[config.mk]
export PLATFORM = sky130hd
export DESIGN_NAME = frs_init_seq
export DESIGN_NICKNAME = d
export VERILOG_FILES = /design/src/hw/frs_pkg.sv /design/src/hw/frs_cmd_exec.sv /design/src/hw/frs_init_seq.sv /design/src/hw/frs_nv_loader.sv
export VERILOG_INCLUDE_DIRS = /design/src /design/src/hw
export SDC_FILE = /design/constraint.sdc
export NUM_CORES = 1
export LEC_CHECK = 0
export BUFFER_PORTS_ARGS = -buffer_cell sky130_fd_sc_hd__buf_2
export CORE_UTILIZATION = 62
export CTS_CLUSTER_DIAMETER = 80
export CTS_CLUSTER_SIZE = 16
export DETAILED_ROUTE_END_ITERATION = 10
export GPL_TIMING_DRIVEN = 0
export PLACE_DENSITY = 0.91
export SYNTH_ARGS = -nofsm -noshare
export SYNTH_HDL_FRONTEND = slang
export SYNTH_SLANG_ARGS = --single-unit
[constraint.sdc]
create_clock -name pclk -period 4.7 [get_ports pclk]
set_clock_uncertainty 0.05 [all_clocks]
set_input_delay 0.47 -clock pclk [delete_from_list [all_inputs] [get_ports pclk]]
set_output_delay 0.47 -clock pclk [all_outputs]
set_load 0.03 [all_outputs]
[src/hw/frs_params.svh]
`ifndef FRS_PARAMS_SVH
`define FRS_PARAMS_SVH

// ==========================================================================
// Register indices (byte address is four times the index) and the array select address bit
`define FRS_IDX_STATUS     6
`define FRS_IDX_NV0        8
`define FRS_IDX_CMD        13
`define FRS_ARRAY_BIT      11

// ==========================================================================
// Status register fields
`define FRS_ST_DONE_FLAG   7
`define FRS_ST_ACCESS_ERR  5
`define FRS_ST_PROT_VIOL   4
`define FRS_ST_BUSY        3
`define FRS_ST_FAULT_HI    1
`define FRS_ST_FAULT_LO    0

// ==========================================================================
// Nonvolatile load list: 0 config, 1 program prot, 2 data prot, 3 option, 4 security
`define FRS_NV_LAST        3'd4
`define FRS_HOLD_LAST      3'd2
`define FRS_NV_CFG_ADDR    10'h3F8

// ==========================================================================
// Built-in defaults: fully protected, secured
`define FRS_DFLT_CFG       16'h0000
`define FRS_PROT_FULL      16'h0000
`define FRS_DFLT_OPT       16'hFFFF
`define FRS_SEC_SECURED    16'hFFFE

// ==========================================================================
// Commands and timing
`define FRS_CMD_PROGRAM    8'h06
`define FRS_CMD_ERASE      8'h0A
`define FRS_CLK_PERIOD_NS  5
`define FRS_CMD_TIME_NS    1000
`define FRS_CMD_CYCLES     ((`FRS_CMD_TIME_NS + `FRS_CLK_PERIOD_NS - 1) / `FRS_CLK_PERIOD_NS)

`endif

[src/hw/frs_pkg.sv]
package frs_pkg;

  // ========================================================================
  // State encodings
  typedef enum logic [1:0] {
    LD_READ = 2'b01,
    LD_DONE = 2'b10
  } frs_ld_state_t;

  typedef enum logic [1:0] {
    CX_IDLE = 2'b01,
    CX_RUN  = 2'b10
  } frs_cx_state_t;

  // ========================================================================
  // Module state records
  typedef struct packed {
    frs_ld_state_t st;
    logic [2:0]    item;
    logic          hold;
    logic          err;
    logic          dbl;
  } frs_ld_s_t;

  typedef struct packed {
    frs_cx_state_t st;
    logic [7:0]    cnt;
    logic          done;
  } frs_cx_s_t;

  typedef struct packed {
    logic             apb_rdy;
    logic [31:0]      prdata;
    logic             slverr;
    logic             cpu_pend;
    logic             command_complete_flag;
    logic             access_error_flag;
    logic             protection_violation_flag;
    logic [1:0]       fault;
    logic [4:0][15:0] nvreg;
    logic [7:0]       cmd_code;
    logic             nv_rd;
    logic [9:0]       nv_addr;
    logic             nv_busy;
    logic             nv_own_cpu;
    logic             init_done;
  } frs_top_s_t;

endpackage

[src/hw/frs_cmd_exec.sv]
`include "frs_params.svh"

module frs_cmd_exec
  import frs_pkg::*;
(
  // Clock and reset
  input  wire logic pclk,
  input  wire logic presetn,
  // Command control
  input  wire logic cx_start,
  output      logic cx_busy,
  output      logic cx_done
);

  localparam int CMD_WAIT = `FRS_CMD_CYCLES + 1;

  frs_cx_s_t s_r;
  frs_cx_s_t s_nxt;

  always_comb
  begin
    s_nxt      = s_r;
    s_nxt.done = 1'b0;
    case (s_r.st)
      CX_IDLE:
      begin
        if (cx_start)
        begin
          s_nxt.st  = CX_RUN;
          s_nxt.cnt = 8'h00;
        end
      end
      CX_RUN:
      begin
        s_nxt.cnt = s_r.cnt + 8'h01;
        if (s_r.cnt == 8'(`FRS_CMD_CYCLES - 1))
        begin
          s_nxt.st   = CX_IDLE;
          s_nxt.done = 1'b1;
        end
      end
      default:
        s_nxt.st = CX_IDLE;
    endcase
  end

  always_ff @(posedge pclk or negedge presetn)
  begin
    if (!presetn)
      s_r <= '{st: CX_IDLE, cnt: 8'h00, done: 1'b0};
    else
      s_r <= s_nxt;
  end

  assign cx_busy = (s_r.st == CX_RUN);
  assign cx_done = s_r.done;

  // ========================================================================
  // Checks
  cmd_runtime_a: assert property (@(posedge pclk) disable iff (!presetn)
    (cx_start && !cx_busy) |-> ##[1:CMD_WAIT] cx_done)
    else $error("command did not finish in time");

endmodule // frs_cmd_exec

[src/hw/frs_init_seq.sv]
`include "frs_params.svh"

module frs_init_seq
  import frs_pkg::*;
(
  // APB slave
  input  wire logic        pclk,
  input  wire logic        presetn,
  input  wire logic        psel,
  input  wire logic        penable,
  input  wire logic        pwrite,
  input  wire logic [11:0] paddr,
  input  wire logic [31:0] pwdata,
  output      logic [31:0] prdata,
  output      logic        pready,
  output      logic        pslverr,
  // Nonvolatile array read port
  output      logic        nv_rd,
  output      logic [9:0]  nv_addr,
  input  wire logic [15:0] nv_rdata,
  input  wire logic        nv_rvalid,
  input  wire logic        nv_err,
  input  wire logic        nv_dbl,
  // Status
  output      logic        init_done
);

  frs_top_s_t s_r;
  frs_top_s_t s_nxt;

  logic        ld_req;
  logic [9:0]  ld_addr;
  logic        ld_valid;
  logic [2:0]  ld_item;
  logic        ld_hold;
  logic        ld_done;
  logic        ld_err_seen;
  logic        ld_dbl_seen;
  logic        cx_start;
  logic        cx_busy;
  logic        cx_done;
  logic [4:0]  nv_hit;
  logic        hit_status;
  logic        hit_cmd;
  logic        hit_array;
  logic        acc;
  logic [7:0]  status_byte;

  // ========================================================================
  // Decode
  genvar gi;
  generate
    for (gi = 0; gi < 5; gi++)
    begin : g_nv_hit
      assign nv_hit[gi] = (paddr == 12'((`FRS_IDX_NV0 + gi) * 4));
    end
  endgenerate

  assign hit_status  = (paddr == 12'(`FRS_IDX_STATUS * 4));
  assign hit_cmd     = (paddr == 12'(`FRS_IDX_CMD * 4));
  assign hit_array   = paddr[`FRS_ARRAY_BIT];
  assign acc         = psel && penable;
  assign ld_valid    = nv_rvalid && s_r.nv_busy && !s_r.nv_own_cpu;
  assign status_byte = {s_r.command_complete_flag, 1'b0, s_r.access_error_flag,
                        s_r.protection_violation_flag, cx_busy, 1'b0, s_r.fault};

  // ========================================================================
  // Submodules
  frs_nv_loader i_frs_nv_loader (
    .pclk        (pclk),
    .presetn     (presetn),
    .ld_req      (ld_req),
    .ld_addr     (ld_addr),
    .ld_valid    (ld_valid),
    .ld_err      (nv_err),
    .ld_dbl      (nv_dbl),
    .ld_item     (ld_item),
    .ld_hold     (ld_hold),
    .ld_done     (ld_done),
    .ld_err_seen (ld_err_seen),
    .ld_dbl_seen (ld_dbl_seen)
  );

  frs_cmd_exec i_frs_cmd_exec (
    .pclk     (pclk),
    .presetn  (presetn),
    .cx_start (cx_start),
    .cx_busy  (cx_busy),
    .cx_done  (cx_done)
  );

  // ========================================================================
  // Next state
  always_comb
  begin
    s_nxt       = s_r;
    s_nxt.nv_rd = 1'b0;
    cx_start    = 1'b0;

    // Array read returns
    if (nv_rvalid && s_r.nv_busy)
    begin
      s_nxt.nv_busy = 1'b0;
      if (s_r.nv_own_cpu)
      begin
        s_nxt.cpu_pend = 1'b0;
        s_nxt.apb_rdy  = 1'b1;
        s_nxt.prdata   = {16'h0000, nv_rdata};
        s_nxt.slverr   = nv_err | nv_dbl;
      end
      else
      begin
        s_nxt.nvreg[ld_item] = nv_rdata;
      end
    end

    // Loader has priority on the array port
    if (!s_r.nv_busy)
    begin
      if (ld_req)
      begin
        s_nxt.nv_rd      = 1'b1;
        s_nxt.nv_addr    = ld_addr;
        s_nxt.nv_busy    = 1'b1;
        s_nxt.nv_own_cpu = 1'b0;
      end
      else if (s_r.cpu_pend)
      begin
        s_nxt.nv_rd      = 1'b1;
        s_nxt.nv_addr    = {1'b0, paddr[10:2]};
        s_nxt.nv_busy    = 1'b1;
        s_nxt.nv_own_cpu = 1'b1;
      end
    end

    // Bus access
    if (acc && s_r.apb_rdy)
    begin
      s_nxt.apb_rdy = 1'b0;
      s_nxt.slverr  = 1'b0;
      if (pwrite && !s_r.slverr && hit_status)
      begin
        if (pwdata[`FRS_ST_ACCESS_ERR])
          s_nxt.access_error_flag = 1'b0;
        if (pwdata[`FRS_ST_PROT_VIOL])
          s_nxt.protection_violation_flag = 1'b0;
        if (pwdata[`FRS_ST_DONE_FLAG] && s_r.command_complete_flag && s_r.init_done)
        begin
          if (s_r.cmd_code != `FRS_CMD_PROGRAM && s_r.cmd_code != `FRS_CMD_ERASE)
            s_nxt.access_error_flag = 1'b1;
          else if (s_r.nvreg[1] == `FRS_PROT_FULL)
            s_nxt.protection_violation_flag = 1'b1;
          else
          begin
            s_nxt.command_complete_flag = 1'b0;
            cx_start                    = 1'b1;
          end
        end
      end
      if (pwrite && !s_r.slverr && hit_cmd)
        s_nxt.cmd_code = pwdata[7:0];
    end
    else if (acc && !ld_hold && !s_r.cpu_pend && !(s_r.nv_busy && s_r.nv_own_cpu))
    begin
      if (hit_array && !pwrite)
        s_nxt.cpu_pend = 1'b1;
      else
      begin
        s_nxt.apb_rdy = 1'b1;
        s_nxt.slverr  = hit_array || !(hit_status || hit_cmd || (|nv_hit));
        s_nxt.prdata  = 32'h0000_0000;
        if (!pwrite)
        begin
          if (hit_status)
            s_nxt.prdata = {24'h00_0000, status_byte};
          else if (hit_cmd)
            s_nxt.prdata = {24'h00_0000, s_r.cmd_code};
          else
          begin
            for (int i = 0; i < 5; i++)
              if (nv_hit[i])
                s_nxt.prdata = {16'h0000, s_r.nvreg[i]};
          end
        end
      end
    end

    // Command completion sets the flag after any clear
    if (cx_done)
      s_nxt.command_complete_flag = 1'b1;

    if (ld_done && !s_r.init_done)
    begin
      s_nxt.init_done             = 1'b1;
      s_nxt.command_complete_flag = 1'b1;
      // fall back to protected secured defaults
      if (ld_err_seen)
        s_nxt.nvreg = {`FRS_SEC_SECURED, `FRS_DFLT_OPT, `FRS_PROT_FULL,
                       `FRS_PROT_FULL, `FRS_DFLT_CFG};
      if (ld_dbl_seen)
        s_nxt.fault = 2'b11;
    end
  end

  // flag reset low until loader done
  always_ff @(posedge pclk or negedge presetn)
  begin
    if (!presetn)
      s_r <= '0;
    else
      s_r <= s_nxt;
  end

  assign prdata    = s_r.prdata;
  assign pready    = s_r.apb_rdy;
  assign pslverr   = s_r.slverr;
  assign nv_rd     = s_r.nv_rd;
  assign nv_addr   = s_r.nv_addr;
  assign init_done = s_r.init_done;

  // ========================================================================
  // Checks
  load_list_a: assert property (@(posedge pclk) disable iff (!presetn)
    (!ld_done ##1 ld_done) |-> ($past(ld_valid) && $past(ld_item) == 3'd4))
    else $error("load list not completed before done");

  dflt_on_err_a: assert property (@(posedge pclk) disable iff (!presetn)
    (ld_done && !s_r.init_done && ld_err_seen) |=>
      (s_r.nvreg[4] == `FRS_SEC_SECURED && s_r.nvreg[1] == `FRS_PROT_FULL
       && s_r.nvreg[2] == `FRS_PROT_FULL))
    else $error("defaults not applied after load error");

  dbl_fault_a: assert property (@(posedge pclk) disable iff (!presetn)
    (ld_done && !s_r.init_done && ld_dbl_seen) |=> (s_r.fault == 2'b11))
    else $error("double fault not reported");

  done_flag_low_a: assert property (@(posedge pclk) disable iff (!presetn)
    !s_r.init_done |-> !s_r.command_complete_flag)
    else $error("command complete flag high during init");

  hold_stall_a: assert property (@(posedge pclk) disable iff (!presetn)
    (ld_hold && acc && !s_r.apb_rdy) |=> !s_r.apb_rdy)
    else $error("access answered during hold");

  read_served_a: assert property (@(posedge pclk) disable iff (!presetn)
    (!ld_hold && acc && !s_r.apb_rdy && !pwrite && hit_status && !s_r.cpu_pend
     && !s_r.nv_busy) |=> s_r.apb_rdy)
    else $error("register read not served after hold");

  done_sets_a: assert property (@(posedge pclk) disable iff (!presetn)
    (ld_done && !s_r.init_done) |=> (s_r.command_complete_flag && s_r.init_done))
    else $error("command complete not set at end of init");

  status_read_a: assert property (@(posedge pclk) disable iff (!presetn)
    (!ld_hold && acc && !s_r.apb_rdy && !pwrite && hit_status && !s_r.cpu_pend
     && !s_r.nv_busy) |=> (s_r.prdata[7:0] == $past(status_byte)))
    else $error("status read data wrong");

  fault_ro_a: assert property (@(posedge pclk) disable iff (!presetn)
    (acc && s_r.apb_rdy && pwrite && hit_status && s_r.init_done) |=> $stable(s_r.fault))
    else $error("fault status changed by a write");

  held_no_err_a: assert property (@(posedge pclk) disable iff (!presetn)
    ld_hold |-> (!s_r.apb_rdy && !pslverr))
    else $error("held access returned a response");

  pend_stall_a: assert property (@(posedge pclk) disable iff (!presetn)
    s_r.cpu_pend |-> !s_r.apb_rdy)
    else $error("array read answered while still pending");

  ready_pulse_a: assert property (@(posedge pclk) disable iff (!presetn)
    (acc && s_r.apb_rdy) |=> !s_r.apb_rdy)
    else $error("ready held for more than one cycle");

  launch_gate_a: assert property (@(posedge pclk) disable iff (!presetn)
    cx_start |-> (s_r.init_done && s_r.command_complete_flag))
    else $error("command launched before init done");

  init_ok_c: cover property (@(posedge pclk) disable iff (!presetn)
    (ld_done && !s_r.init_done && !ld_err_seen));
  init_err_c: cover property (@(posedge pclk) disable iff (!presetn)
    (ld_done && !s_r.init_done && ld_dbl_seen));
  early_read_c: cover property (@(posedge pclk) disable iff (!presetn)
    (!ld_hold && !ld_done && s_r.apb_rdy && !pwrite));
  launch_c: cover property (@(posedge pclk) disable iff (!presetn) cx_start);

endmodule // frs_init_seq

[src/hw/frs_nv_loader.sv]
`include "frs_params.svh"

module frs_nv_loader
  import frs_pkg::*;
(
  // Clock and reset
  input  wire logic       pclk,
  input  wire logic       presetn,
  // Read path to the nonvolatile array
  output      logic       ld_req,
  output      logic [9:0] ld_addr,
  input  wire logic       ld_valid,
  input  wire logic       ld_err,
  input  wire logic       ld_dbl,
  // Progress
  output      logic [2:0] ld_item,
  output      logic       ld_hold,
  output      logic       ld_done,
  output      logic       ld_err_seen,
  output      logic       ld_dbl_seen
);

  frs_ld_s_t s_r;
  frs_ld_s_t s_nxt;

  // ========================================================================
  // Walk the load list once per reset
  always_comb
  begin
    s_nxt = s_r;
    case (s_r.st)
      LD_READ:
      begin
        if (ld_valid)
        begin
          s_nxt.err = s_r.err | ld_err | ld_dbl;
          s_nxt.dbl = s_r.dbl | ld_dbl;
          if (s_r.item == `FRS_HOLD_LAST)
            s_nxt.hold = 1'b0;
          if (s_r.item == `FRS_NV_LAST)
            s_nxt.st = LD_DONE;
          else
            s_nxt.item = s_r.item + 3'd1;
        end
      end
      LD_DONE:
        s_nxt.st = LD_DONE;
      default:
        s_nxt.st = LD_DONE;
    endcase
  end

  always_ff @(posedge pclk or negedge presetn)
  begin
    if (!presetn)
      s_r <= '{st: LD_READ, item: 3'd0, hold: 1'b1, err: 1'b0, dbl: 1'b0};
    else
      s_r <= s_nxt;
  end

  assign ld_req      = (s_r.st == LD_READ);
  assign ld_addr     = `FRS_NV_CFG_ADDR + {7'h00, s_r.item};
  assign ld_item     = s_r.item;
  assign ld_hold     = s_r.hold;
  assign ld_done     = (s_r.st == LD_DONE);
  assign ld_err_seen = s_r.err;
  assign ld_dbl_seen = s_r.dbl;

endmodule // frs_nv_loader

# Yosys cells after proc, flatten, opt, wreduce, memory -nomap -nowiden
# Cells that the tools add are included.
[word_totals]
regBits = 160
latchBits = 0
mem_bits_rw = 0
mem_bits_ro = 0
wordCells = 162
memories = 0
[classes]
addsub = 3
n_mul = 0
div_mod_pow = 0
magnitude_cmp = 2
eq_ne = 22
shifts = 0
mux = 56
n_bitwise = 6
n_reduce_logical = 46
[op_table]
columns = ["cell", "count"]
rows = [
  ["$mux 80", 4],
  ["$mux 32", 8],
  ["$mux 35", 3],
  ["$bwmux 80", 1],
  ["$eq 12x6->1 const B", 6],
  ["$demux 16 s3", 1],
  ["$mux 13", 3],
  ["$mux 34", 1],
  ["$mux 16", 2],
  ["$mux 1", 22],
  ["$logic_and 1x1->1", 17],
  ["$logic_not 16->1", 1],
  ["$pmux 8 s2", 1],
  ["$reduce_and 2->1", 8],
  ["$eq 12x5->1 const B", 1],
  ["$mux 3", 4],
  ["$mux 10", 1],
  ["$reduce_bool 3->1", 3],
  ["$add 8x1->8 const B", 1],
  ["$eq 8x8->1 const B", 1],
  ["$logic_not 1->1", 8],
  ["$mux 8", 1],
  ["$ne 8x3->1 const B", 1],
  ["$ne 8x4->1 const B", 1],
  ["other kinds (20)", 35],
]

# Longest topological paths before layout
[logic_depth]
depth_word = 12
ltp_mapped = 7
ltp_nobuf = 5

# By module
# From an unflattened synthesis, not the netlist that was laid out.
[unflattened]
hier_cells = 790
area_unflattened_um2 = 8080.2
[modules_own_cells]
columns = ["mod", "n_inst", "cells_per_inst", "area_per_inst_um2", "seq_area_each_um2"]
rows = [
  ["frs_init_seq", 1, 694, 7076.8, 3528.4],
  ["frs_cmd_exec", 1, 49, 521.8, 276.5],
  ["frs_nv_loader", 1, 47, 481.7, 202.7],
]

# Worst setup path after synthesis
# OpenSTA, ideal clock, no wires.
[synth_timing]
path_type = "input -> register"
startpoint = "in paddr[2]"
endpoint = "reg s_r[106] in the netlist's numbering"
setup_time_ps = 124
arrival_time_ps = 2016
required_time_ps = 4526
path_slack_ps = 2510
stages = 5
path_cell_list = "buf_2 nand4bb_4 or3_1 or4_1 a211o_1"
[synth_between]
elab_chain_len = 4
[synth_rtl]
columns = ["item", "line", "text"]
rows = [
  ["start: declaration", "frs_init_seq.sv:12", "input wire logic [11:0] paddr,"],
  ["$eq 12x5->1", "frs_init_seq.sv:59", "assign hit_status = (paddr == 12'(`FRS_IDX_STATUS * 4));"],
  ["$logic_and 1x1->1", "frs_init_seq.sv:141", "if (pwrite && !s_r.slverr && hit_status)"],
  ["$reduce_bool 3->1 (no source line)", "n/a", ""],
  ["$reduce_and 5->1 (no source line)", "n/a", ""],
  ["end signal: assignment", "frs_init_seq.sv:211", "s_r <= s_nxt;"],
  ["end: declaration", "frs_init_seq.sv:28", "frs_top_s_t s_r;"],
]
# Every way passes these cells.
# A chain may end at the register's enable or synchronous reset.

# Worst setup path in the final report
[layout_timing]
startpoint = "reg s_r (netlist bit pready)"
endpoint = "reg i_frs_cmd_exec.s_r[1] in the netlist's numbering"
[layout_between]
elab_chain_len = 4
[layout_rtl]
columns = ["item", "line", "text"]
rows = [
  ["$logic_and 1x1->1", "frs_init_seq.sv:137", "if (acc && s_r.apb_rdy)"],
  ["$mux 1", "frs_init_seq.sv:137", ""],
  ["$ne 2x2->1 (no source line)", "n/a", ""],
  ["$reduce_and 2->1 (no source line)", "n/a", ""],
  ["end signal: assignment", "frs_cmd_exec.sv:50", "s_r <= '{st: CX_IDLE, cnt: 8'h00, done: 1'b0};"],
  ["end signal: assignment", "frs_cmd_exec.sv:52", "s_r <= s_nxt;"],
  ["end: declaration", "frs_cmd_exec.sv:17", "frs_cx_s_t s_r;"],
]
# Every way passes these cells.

==> results.json <==
{
  "cpPeakStageDelay_ns": 0.88,
  "grt_antenna_before_repair": 0,
  "ys_warn_count": 0,
  "yosys.area_share.simple_pct": 19.5,
  "gp_congestion": 0.976,
  "cts_tree": "done",
  "firstDrtPassIters": 6,
  "path_max_fanout": 10,
  "n_antenna_cell": 0,
  "synth_cell_type_count": 63,
  "synthFlopType": "dfrtp_1",
  "hold_viol": 0,
  "ctsHoldBuffers": 0,
  "hp-class": "in2async",
  "grt_pass1_wl_mm": 32.6,
  "drt_iter0_markers": 722,
  "wl_per_cell_um": 19.5,
  "synth_compound_area_share_pct": 8.53,
  "worstReg2RegStart": "pready",
  "core-area_sq_mm": 0.0122,
  "syn_avg_cell_area_sq_um": 10.3,
  "die_h_um": 114,
  "io_pins": 114,
  "synth_top_area_share_pct": 50.3,
  "clk_transition_reported_paths_ns": 0.06,
  "period_minus_slack_ns": 2.46,
  "cts_setup_buffers": 0,
  "critPathTopFamily": "simple AND/OR/NAND/NOR gates",
  "grt_use_met2_pct": 52.6,
  "ant_nets": 0,
  "hpwl_mm": 13.6,
  "synth_edf_count": 0,
  "cpMaxStageDelayCell": "nor4_2",
  "die_w_um": 114,
  "die-area_sq_mm": 0.0131,
  "synth.area.top_cells": "dfrtp_1 (50%), mux2i_1 (8.3%), nand2_1 (5.6%)",
  "status": "finished, final reports clean",
  "required_ns": 4.90,
  "wirelength_mm": 20.4,
  "nFillCells": 776,
  "clockRootBuffer": "clkbuf_16",
  "syn_nets": 834,
  "dpl_cell_area_sq_mm": 0.00849,
  "critPathLaunchType": "flop",
  "slew_viol_final": 0,
  "insertion_delay_ns": 0.43,
  "grt_overflow": 0,
  "nets": 940,
  "syn_area_sq_mm": 0.00782,
  "use_met1_pct": 42.3,
  "max_cap_violations": 0,
  "num_rows": 40,
  "synth_top_family_by_area": "simple AND/OR/NAND/NOR gates",
  "rsz0062_at_grt": "no",
  "path_cells": "nand3_1 -> or3_1 -> nor4_2 -> o22ai_1",
  "ys_seq_elements": 160,
  "power_mw": 5.08,
  "end_kind": "flop",
  "met3_usage_pct": 9.90,
  "area_growth_pct": 16.4,
  "crit_cells": 4,
  "power_leakage_nw": 4.71,
  "rrSetupSlack_ns": 2.24,
  "synth.yosys.seq_area_share_pct": 51.3,
  "cellPowerDensity_mw_per_mm2": 558,
  "post_cts_resized": 0,
  "instances_no_fill": 1046,
  "r2r_end": "i_frs_cmd_exec.s_r[1]",
  "vias_per_cell": 6.19,
  "tightest_slew_ns": 1.01,
  "numPortBuffers": 86,
  "place_inst": 1017,
  "synthCells": 762,
  "yosysTopAreaCell": "dfrtp_1",
  "grt_pass1_vias": 6455,
  "htree_levels": 4,
  "synthAdderAreaFrac_pct": 0.640,
  "fmax_ghz": 0.406,
  "r2r_cells": 4,
  "critPathArrivalTime_ns": 2.67,
  "peakVddDrop_mv": 0.361,
  "synth_most_common_cell": "dfrtp_1",
  "start_util_pct": 64.3,
  "grt_max_degree": 92,
  "cts_buffers": 17,
  "final.period_utilization_pct": 52.4,
  "synthXorXnorAreaFrac_pct": 1.01,
  "yosys-top-cells-count": "dfrtp_1 (157), nand2_1 (116), nor2_1 (66), mux2i_1 (65), nand3_1 (53)",
  "drive_gt1_share_pct": 22.8,
  "final_area_sq_mm": 0.00910,
  "path_class": "reg2reg",
  "clock_sinks": 160,
  "maxSlewHeadroom_pct": 31.8,
  "synthArstFlopShare_pct": 100,
  "grt_use_total_pct": 33.2,
  "vias": 6472,
  "fin_tns_setup_ns": 0,
  "setup-violations-final": 0,
  "startpoint": "pready",
  "drc": 0,
  "synthMuxAreaShare_pct": 12.5,
  "busiest_layer": "met2",
  "crit_buf_inv": 0,
  "clockBufferDepth": 2
}
[cell type report]
cell class,count,area (sq um),area share (%)
sequential,160,4010,44.1
inverter,7,26.3,0.289
buffer,84,488,5.36
tap,168,210,2.31
multi-input combinational,511,3300,36.2
clock buffer,24,502,5.52
timing repair buffer,87,464,5.10
clock inverter,5,103,1.13
[per-layer routing]
layer	wire, um	share of wire, %
met5	0	0
met4	735	3.6
met3	2190	11
met2	9710	47
met1	7810	38
[cell families (layout without fill, tap and decap cells)]
kind of cell,after synthesis,after routing
xor+xnor,9,9
mux,86,86
fa+ha+maj,4,4
simple gates,315,315
buf+inv,91,207
flops,160,160
compound gates,97,97
[worst max path at each step]
stage | endpoint
finish | i_frs_cmd_exec.s_r[1]
global route | s_r[79]
CTS | i_frs_cmd_exec.s_r[1]
detailed placement | prdata[13]
global placement | i_frs_cmd_exec.s_r[6]
floorplan | s_r[106]
[stage by stage]
| stage | hold slack, ns | worst slack [ns] | utilization [%] |
|---|---|---|---|
| 3_3_place_gp | 0.391 | 0.774 | 69.5 |
| 6_report | 0.0719 | 2.24 | 74.8 |
| 4_1_cts | 0.110 | 2.29 | 74.8 |
| 2_1_floorplan | 0.124 | 2.51 | - |
| 5_1_grt | 0.157 | 2.20 | 74.8 |
| 3_5_place_dp | 0.390 | 1.96 | 69.8 |
[cells in the final DEF (no fill, tap or decap), types with 3 or more instances in the layout]
master / count
dfrtp_1: 157
nand2_1: 116
buf_2: 90
nor2_1: 66
mux2i_1: 65
nand3_1: 53
buf_4: 42
clkbuf_1: 34
a21oi_1: 20
and2_1: 18
clkbuf_16: 17
o22ai_1: 14
mux2_2: 13
o21ai_0: 11
nor3_1: 9
a22oi_1: 9
mux4_2: 8
nor2b_1: 7
nor4_1: 7
inv_1: 7
a211o_1: 6
nand3b_1: 6
a21o_1: 6
xnor2_1: 6
and3_1: 5
nand2b_1: 5
clkbuf_8: 5
o41ai_1: 4
a31o_2: 4
nand4_1: 4
a31oi_1: 4
ha_1: 4
buf_1: 3
and3b_1: 3
xor2_1: 3
a2bb2oi_1: 3
bufinv_16: 3
dfstp_2: 3
[power by group]
part	leakage [nW]	total (mW)	internal, mW	switching (mW)
sequential	1.94	2.11	1.81	0.303
combinational	2.48	1.54	0.668	0.869
clock	0.294	1.43	0.896	0.532
[registers in the layout, summed over array words and instances (netlist names)]
signal,flops
i_frs_nv_loader.ld_item,3
s_r,95
nv_addr,10
nv_rd,1
i_frs_nv_loader.ld_err_seen,1
i_frs_nv_loader.ld_hold,1
i_frs_nv_loader.s_r,2
pslverr,1
i_frs_cmd_exec.s_r,10
pready,1
i_frs_nv_loader.ld_dbl_seen,1
init_done,1
i_frs_cmd_exec.cx_done,1
prdata,32
Power figures use the tool's default switching activity.
